File: config.mk
export PLATFORM = sky130hd
export DESIGN_NAME = stl_transfer
export DESIGN_NICKNAME = d
export VERILOG_FILES = /design/src/rtl/stl_pkg.sv /design/src/rtl/stl_transfer.sv
export SDC_FILE = /design/constraint.sdc
export NUM_CORES = 2
export LEC_CHECK = 0
export BUFFER_PORTS_ARGS = -buffer_cell sky130_fd_sc_hd__buf_2
export CORE_ASPECT_RATIO = 1.5
export CORE_MARGIN = 8
export CORE_UTILIZATION = 25
export CTS_CLUSTER_DIAMETER = 100
export DETAILED_ROUTE_END_ITERATION = 10
export PLACE_DENSITY = 0.49
export SYNTH_ARGS = -nofsm -noshare
export SYNTH_HDL_FRONTEND = slang
export SYNTH_SLANG_ARGS = --single-unit
File: constraint.sdc
create_clock -name clock -period 78.2 [get_ports clock]
set_input_delay 7.82 -clock clock [delete_from_list [all_inputs] [get_ports clock]]
set_output_delay 7.82 -clock clock [all_outputs]
set_load 0.1 [all_outputs]
File: src/rtl/stl_pkg.sv
// Package for the source monitor and transfer logic.
// Assumes one 40 MHz clock and measurements already in range units.
package stl_pkg;

    // ==========================================================
    // Widths and encodings
    localparam int STL_VW = 16;
    localparam int STL_FW = 16;
    localparam int STL_QW = 32;
    localparam logic [3:0] STL_VSTEP_DEF = 4'h3;
    localparam logic [3:0] STL_FSTEP_DEF = 4'h3;
    localparam int STL_V_PCT_BASE = 4;
    localparam int STL_V_PCT_STEP = 2;
    localparam int STL_F_PCT_BASE = 2;
    localparam int STL_F_PCT_STEP = 1;
    localparam int STL_V_PCT_MAX = 20;
    localparam int STL_F_PCT_MAX = 10;
    localparam int STL_PCT_FULL = 100;
    localparam int STL_HYST_PCT = 20;

    // ==========================================================
    // Timing
    localparam int STL_CLK_HZ = 40000000;
    localparam int STL_OFF_MS_DEF = 750;
    localparam int STL_MS_PER_S = 1000;
    localparam int STL_OFF_CYC_DEF = STL_CLK_HZ / STL_MS_PER_S * STL_OFF_MS_DEF;

    // ==========================================================
    // Configuration bundle (panel or local)
    typedef struct packed {
        logic preferred_src;
        logic [STL_VW-1:0] rated_voltage;
        logic [STL_FW-1:0] rated_frequency;
        logic [3:0] volt_step;
        logic [3:0] freq_step;
        logic delayed_en;
        logic [STL_QW-1:0] qual_cycles;
        logic [STL_QW-1:0] off_cycles;
    } stl_cfg_t;

    typedef struct packed {
        logic [STL_VW-1:0] volt;
        logic [STL_FW-1:0] freq;
    } stl_meas_t;

    typedef enum logic [2:0] {
        STL_ON_PREF = 3'h0,
        STL_OPEN_PREF = 3'h1,
        STL_WAIT_ALT = 3'h3,
        STL_ON_ALT = 3'h2,
        STL_OPEN_ALT = 3'h6,
        STL_WAIT_PREF = 3'h4
    } stl_state_t;

endpackage

File: src/rtl/stl_transfer.sv
// Source monitor with dropout qualification and break-before-make transfer.
// Measurements and configuration are synchronous to clock; the switch
// mechanism reports contact position through two feedback levels.
module stl_transfer
    import stl_pkg::*;
(
    input wire logic clock,
    input wire logic rst,
    input wire stl_cfg_t dip_cfg,
    input wire stl_cfg_t panel_cfg,
    input wire logic panel_present,
    input wire stl_meas_t meas_a,
    input wire stl_meas_t meas_b,
    input wire logic closed_a,
    input wire logic closed_b,
    output logic close_a,
    output logic close_b,
    output logic fault_a,
    output logic fault_b,
    output logic on_alt,
    output stl_cfg_t active_cfg
);

    // ==========================================================
    // Configuration select
    stl_cfg_t cfg_r;
    always_ff @(posedge clock or posedge rst)
    begin
        if (rst)
            cfg_r <= '0;
        else
            cfg_r <= panel_present ? panel_cfg : dip_cfg;
    end
    assign active_cfg = cfg_r;

    // ==========================================================
    // Contact feedback synchronisers
    // Auxiliary contacts are not timed to clock; only the second flop is read
    logic [1:0] fb_a_r;
    logic [1:0] fb_b_r;
    always_ff @(posedge clock or posedge rst)
    begin
        if (rst)
        begin
            fb_a_r <= '0;
            fb_b_r <= '0;
        end
        else
        begin
            fb_a_r <= {fb_a_r[0], closed_a};
            fb_b_r <= {fb_b_r[0], closed_b};
        end
    end

    // ==========================================================
    // Threshold derivation
    logic [5:0] vpct;
    logic [5:0] fpct;
    logic [STL_VW+6:0] vprod;
    logic [STL_FW+6:0] fprod;
    logic [STL_VW-1:0] voff;
    logic [STL_FW-1:0] foff;
    logic [STL_VW-1:0] vhys;
    logic [STL_FW-1:0] fhys;
    always_comb
    begin
        vpct = 6'(STL_V_PCT_BASE + STL_V_PCT_STEP * int'(cfg_r.volt_step));
        if (vpct > 6'(STL_V_PCT_MAX))
            vpct = 6'(STL_V_PCT_MAX);
        fpct = 6'(STL_F_PCT_BASE + STL_F_PCT_STEP * int'(cfg_r.freq_step));
        if (fpct > 6'(STL_F_PCT_MAX))
            fpct = 6'(STL_F_PCT_MAX);
        vprod = (STL_VW+7)'(cfg_r.rated_voltage * vpct);
        fprod = (STL_FW+7)'(cfg_r.rated_frequency * fpct);
        voff = STL_VW'(vprod / STL_PCT_FULL);
        foff = STL_FW'(fprod / STL_PCT_FULL);
        vhys = STL_VW'(voff * STL_HYST_PCT / STL_PCT_FULL);
        fhys = STL_FW'(foff * STL_HYST_PCT / STL_PCT_FULL);
    end

    // Levels: under dropout, under pickup, over pickup, over dropout
    logic [STL_VW-1:0] v_ud, v_up, v_op, v_od;
    logic [STL_FW-1:0] f_ud, f_up, f_op, f_od;
    always_ff @(posedge clock or posedge rst)
    begin
        if (rst)
        begin
            v_ud <= '0;
            v_up <= '0;
            v_op <= '1;
            v_od <= '1;
            f_ud <= '0;
            f_up <= '0;
            f_op <= '1;
            f_od <= '1;
        end
        else
        begin
            v_ud <= cfg_r.rated_voltage - voff;
            v_up <= cfg_r.rated_voltage - voff + vhys;
            v_od <= cfg_r.rated_voltage + voff;
            v_op <= cfg_r.rated_voltage + voff - vhys;
            f_ud <= cfg_r.rated_frequency - foff;
            f_up <= cfg_r.rated_frequency - foff + fhys;
            f_od <= cfg_r.rated_frequency + foff;
            f_op <= cfg_r.rated_frequency + foff - fhys;
        end
    end

    // ==========================================================
    // Per-source monitors
    logic [STL_QW-1:0] qcnt_r [2];
    // Levels hold stale values for two edges after reset; judge nothing then
    logic [1:0] lvl_vld_r;
    always_ff @(posedge clock or posedge rst)
    begin
        if (rst)
            lvl_vld_r <= '0;
        else
            lvl_vld_r <= {lvl_vld_r[0], 1'b1};
    end
    logic fault_r [2];
    stl_meas_t m [2];
    assign m[0] = meas_a;
    assign m[1] = meas_b;

    for (genvar s = 0; s < 2; s++)
    begin : g_mon
        logic beyond;
        logic inside_pick;
        always_comb
        begin
            beyond = lvl_vld_r[1] && ((m[s].volt < v_ud) || (m[s].volt > v_od)
                || (m[s].freq < f_ud) || (m[s].freq > f_od));
            inside_pick = (m[s].volt >= v_up) && (m[s].volt <= v_op)
                && (m[s].freq >= f_up) && (m[s].freq <= f_op);
        end
        always_ff @(posedge clock or posedge rst)
        begin
            if (rst)
            begin
                qcnt_r[s] <= '0;
                fault_r[s] <= 1'b0;
            end
            else if (!fault_r[s])
            begin
                if (!beyond)
                    qcnt_r[s] <= '0;
                else if (qcnt_r[s] >= cfg_r.qual_cycles)
                    fault_r[s] <= 1'b1;
                else
                    qcnt_r[s] <= qcnt_r[s] + 1'b1;
            end
            else if (inside_pick)
            begin
                fault_r[s] <= 1'b0;
                qcnt_r[s] <= '0;
            end
        end
        chk_fault_after_qual: assert property (@(posedge clock) disable iff (rst)
            $rose(fault_r[s]) |-> $past(beyond) && $past(qcnt_r[s]) >= $past(cfg_r.qual_cycles))
            else $error("fault set without qualification");
        chk_timer_restart: assert property (@(posedge clock) disable iff (rst)
            !fault_r[s] && !beyond |=> qcnt_r[s] == '0)
            else $error("qualification timer not cleared");
        chk_fault_pickup: assert property (@(posedge clock) disable iff (rst)
            $fell(fault_r[s]) |-> $past(inside_pick))
            else $error("fault cleared outside pickup");
    end
    assign fault_a = fault_r[0];
    assign fault_b = fault_r[1];

    // ==========================================================
    // Transfer sequencer
    stl_state_t st_r, st_nxt;
    logic [STL_QW-1:0] off_r;
    logic pref_bad, alt_bad, pref_closed, alt_closed, off_done;
    always_comb
    begin
        pref_bad = cfg_r.preferred_src ? fault_r[1] : fault_r[0];
        alt_bad = cfg_r.preferred_src ? fault_r[0] : fault_r[1];
        pref_closed = cfg_r.preferred_src ? fb_b_r[1] : fb_a_r[1];
        alt_closed = cfg_r.preferred_src ? fb_a_r[1] : fb_b_r[1];
        off_done = !cfg_r.delayed_en || off_r >= cfg_r.off_cycles;
        st_nxt = st_r;
        case (st_r)
            // An on state is left only once its contact reports closed, so a
            // close still in travel is never taken for an open contact
            STL_ON_PREF:
                if (pref_bad && !alt_bad && pref_closed)
                    st_nxt = STL_OPEN_PREF;
            STL_OPEN_PREF: if (!pref_closed && !alt_closed) st_nxt = STL_WAIT_ALT;
            STL_WAIT_ALT: if (off_done) st_nxt = STL_ON_ALT;
            STL_ON_ALT:
                if ((!pref_bad || alt_bad) && alt_closed)
                    st_nxt = STL_OPEN_ALT;
            STL_OPEN_ALT: if (!pref_closed && !alt_closed) st_nxt = STL_WAIT_PREF;
            STL_WAIT_PREF: if (off_done) st_nxt = STL_ON_PREF;
            default: st_nxt = STL_ON_PREF;
        endcase
    end

    always_ff @(posedge clock or posedge rst)
    begin
        if (rst)
            st_r <= STL_ON_PREF;
        else
            st_r <= st_nxt;
    end

    always_ff @(posedge clock or posedge rst)
    begin
        if (rst)
            off_r <= '0;
        else if (st_r == STL_WAIT_ALT || st_r == STL_WAIT_PREF)
            off_r <= off_r + 1'b1;
        else
            off_r <= '0;
    end

    logic close_pref_r, close_alt_r;
    always_ff @(posedge clock or posedge rst)
    begin
        if (rst)
        begin
            close_pref_r <= 1'b0;
            close_alt_r <= 1'b0;
        end
        else
        begin
            close_pref_r <= (st_nxt == STL_ON_PREF);
            close_alt_r <= (st_nxt == STL_ON_ALT);
        end
    end
    assign close_a = cfg_r.preferred_src ? close_alt_r : close_pref_r;
    assign close_b = cfg_r.preferred_src ? close_pref_r : close_alt_r;
    assign on_alt = close_alt_r;

    chk_break_before: assert property (@(posedge clock) disable iff (rst)
        !(close_pref_r && close_alt_r))
        else $error("both sources commanded closed");
    chk_make_after_open: assert property (@(posedge clock) disable iff (rst)
        $rose(close_alt_r) |-> $past(!pref_closed && !alt_closed))
        else $error("alternate closed before preferred opened");
    chk_off_time: assert property (@(posedge clock) disable iff (rst)
        $rose(close_alt_r) && cfg_r.delayed_en |-> $past(off_r) >= $past(cfg_r.off_cycles))
        else $error("off interval too short");
    chk_panel_wins: assert property (@(posedge clock) disable iff (rst)
        panel_present |=> cfg_r == $past(panel_cfg))
        else $error("panel config not taken");

    cov_transfer: cover property (@(posedge clock) disable iff (rst) $rose(close_alt_r));
    cov_return: cover property (@(posedge clock) disable iff (rst)
        st_r == STL_WAIT_PREF ##1 st_r == STL_ON_PREF);
    cov_fault_a: cover property (@(posedge clock) disable iff (rst) $rose(fault_r[0]));
    cov_delayed: cover property (@(posedge clock) disable iff (rst)
        cfg_r.delayed_en && st_r == STL_WAIT_ALT ##1 st_r == STL_ON_ALT);

endmodule

==> results.md <==
Drt:
- The routed layout has approximately 40000 vias.
- The number of nets with antenna violations after routing is 0.
- The via density per instance is 5.03.
- Dividing the detail-routed wire length by the instance count gives 17.9 µm.
- After the first detailed-routing iteration, the DRC count stood at 2416.
- The first TritonRoute pass finished after 8 iterations.
- After detailed routing, the total wire length is between 100000 and 150000 µm.
- After detailed routing, the number of remaining DRC violations is 0.

Worst setup path:
- The kind of cell adding the most delay to the critical path is compound AO/OA/AOI/OAI gates.
- STA classifies the critical path endpoint as a flop.
- The terminus of the critical flop-to-flop path is v_op[14].
- The critical path in this run is classified as flop to flop.
- The maximum net fanout on the critical path is 16.
- For the worst flop-to-flop path, the logic depth is 112.
- For the worst setup path, the data required time is 78.76 ns.
- The setup check on the worst reg-to-reg path leaves a slack of 45.68 ns.
- The type of origin of the critical path is a flop.
- Together, buffers and inverters on the worst path number 5.
- The highest-delay cell along the critical path is o21ai_1.
- The critical path starts at active_cfg[70].
- The worst register-to-register path begins at active_cfg[70].
- The critical path endpoint is v_op[14].
- The arrival time at the worst endpoint is 33.08 ns.
- The critical path runs through a total of approximately 110 cells.
- The peak per-stage delay on the critical path is 1.00 ns.

Logic synthesis:
- The average instance in the mapped netlist occupies 8.49 µm².
- Summing the sequential cell areas from Yosys gives 19.3% of the chip area.
- The commonest cells after synthesis are 606 x ha_1, 441 x inv_1, 365 x nor2_1.
- Synthesis inferred 343 register bits.
- The post-synthesis cell type count is 167.
- The fraction of post-synthesis cell area in the top cell type by area is 16.9%.
- The most used flip-flop cell after synthesis is dfrtp_1.
- Ranked by total cell area, the synthesized netlist is headed by ha_1 17%, dfrtp_1 16%, xnor2_1 4.5%.
- Yosys mapped a number of flops with a built-in enable equal to 0.
- The total number of yosys warnings is 0.
- After synthesis, the share of flip-flops with an asynchronous set or reset is 100%.
- The cell taking the most area after synthesis is ha_1.
- The post-synthesis instance total is 5280.
- The combined area of all synthesized cells is 44800 µm².
- By instance count, the leading cell after synthesis is ha_1.

Timing:
- The total count of hold-check failures in the final report came to 0.
- Setup violations remaining at the end of the flow were counted as 0.
- The max-slew violation count was 0.
- Subtracting the final worst setup slack from the clock period gives 32.52 ns.
- The maximum clock rate is 0.0308 GHz.
- The headroom to the max-slew limit is 12.6%.
- The final critical path takes up about two fifths of the cycle.
- Setup repair after global routing left no endpoint under its margin.
- Summed over all failing endpoints, the final setup total negative slack is 0 ns.
- The largest clock skew in the final design is 0.0245 ns.
- For the pin with the worst max-slew slack, the measured transition is roughly 1.3 ns.

Cells and area:
- The area taken by multi-input logic gates is roughly 34000 µm².
- The filler-free cell count of the finished design is between 8000 and 9000.
- For this run, the share of the core covered by cells in the final layout is roughly 29%.
- The total area of sequential cells is slightly below 9000 µm².
- The layout has 19221 filler cells.
- The layout overhead on the synthesized area is 13.9%.
- The net count of the finished layout is between 6000 and 7000.
- The final cell area excluding filler cells is between 50000 and 60000 µm².
- The post-route netlist has 16.2% of its cells at a drive strength greater than 1.

Global routing:
- The global-route met3 utilization is 2.21%.
- The most congested layer reported by global routing is met2.
- The overall routing resource usage is between 10% and 20%.
- The initial antenna violation count is 22.
- The met1 global-route usage is between 10% and 20%.
- The remaining global-route overflow is 0.
- Global routing used 26.5% of the available met2 tracks.
- The via count of the first global-routing pass came to between 40000 and 50000.
- The first-pass GRT wire length is 228000 µm.
- Entering global routing, the biggest net connects 118 pins.

CTS:
- The number of gates resized after CTS was 0.
- The later pin in the worst-skew pair is clocked with a latency of 0.64 ns.
- Clock tree synthesis inserted a total of 43 buffers.
- The root cell of the clock tree is clkbuf_16.
- The longest clock path from root to sink contains 3 buffers.
- The CTS tree is done.
- The number of clock sinks seen by CTS is approximately 340.
- For this design, the CTS-stage hold fixing added 0 buffers.
- The H-tree was split into 2 levels.
- The clock transition at the register clock pins on the worst setup and hold paths after CTS is 0.06 ns.
- The post-CTS setup repair buffer count is 0.

Place:
- Once detailed placement completed, the half-perimeter wirelength came to 120000 µm.
- In this run the cell area measured after placement is roughly 50000 µm².
- The number of placed instances, taps included, is 8004.
- At the end of routability-driven placement, the weighted congestion stood at approximately 0.9.
- In this run the tool buffered the top-level ports with 391 buffer cells.

Floorplan:
- The top-level I/O count is ~400.
- From left edge to right edge, the die measures about 360 µm.
- The starting density of the core is between 20 and 30%.
- The floorplan step defined a die boundary enclosing 193000 µm².
- The height of the chip is ~530 µm.
- The row count is 190.
- The placeable core area is 179000 µm².

Min path:
- Along the worst hold path, the cell count comes to 0.
- The worst hold path belongs to the class flop to flop.

Run status:
- The run finished with clean final reports.

Job:
- The tool flagged a number of max-cap violations equal to 0.
## how the worst min path moves through the flow
stage                    from        end  slack (ns)
global route        fb_a_r[0]  fb_a_r[1]        0.37
detailed placement  fb_a_r[0]  fb_a_r[1]        0.34
global placement    fb_b_r[0]  fb_b_r[1]        0.34
floorplan           fb_a_r[0]  fb_a_r[1]        0.33
finish              fb_a_r[0]  fb_a_r[1]        0.36
CTS                 fb_a_r[0]  fb_a_r[1]        0.36
## placed cells by master (no fill, tap or decap), types with 125 or more instances in the layout
cell / instances
ha_1: 606
inv_1: 440
buf_2: 390
nor2_1: 364
a21oi_1: 361
nand2_1: 287
dfrtp_1: 279
xnor2_1: 231
o21ai_0: 219
nand3_1: 145
xor2_1: 136
mux2_2: 125
## registers in the layout, indices dropped and copies added (netlist names), 2 cells and up
register,flops
v_od,16
f_op,16
v_ud,16
f_up,16
st_r,3
f_ud,16
qcnt_r,64
f_od,16
off_r,32
fb_a_r,2
v_op,16
lvl_vld_r,2
fb_b_r,2
active_cfg,106
v_up,16
## area by class of cell
cell class | count | area share, %
diodes | 9 | 0.0441
multi-input cells | 4378 | 66.4
well taps | 2400 | 5.88
flip-flops and latches | 343 | 17.0
clock buffers | 52 | 2.25
repair buffers | 424 | 4.32
inverters | 459 | 3.41
clock inverters | 28 | 0.747
## kinds of logic (layout without fill, tap and decap cells)
kind of cell	Yosys count	after routing	share of synthesized area, %
compound gates	1510	1510	24.1
xor+xnor	378	378	7.57
fa+ha+maj	715	715	21.4
buf+inv	591	963	5.30
flops	343	343	19.3
mux	165	165	4.08
other cells	2	43	0.0167
simple gates	1576	1576	18.2
## through the flow
step | setup WS (ns) | hold WS (ns)
floorplan | 51.22 | 0.331
global placement | 45.68 | 0.338
detailed placement | 45.71 | 0.336
CTS | 45.66 | 0.359
global route | 42.90 | 0.371
finish | 45.68 | 0.358
## per-layer routing
| layer | up-vias | share of wire (%) |
|---|---|---|
| met3 | 185 | 5.2 |
| met1 | 19508 | 42 |
| met4 | 12 | 2.3 |
| met2 | 1044 | 50 |
| met5 | - | 0.043 |
| li1 | 19934 | - |
Power is left out: the tool's default activity adds up to more than one toggle a clock period on the data nets, which glitch-free logic cannot reach.
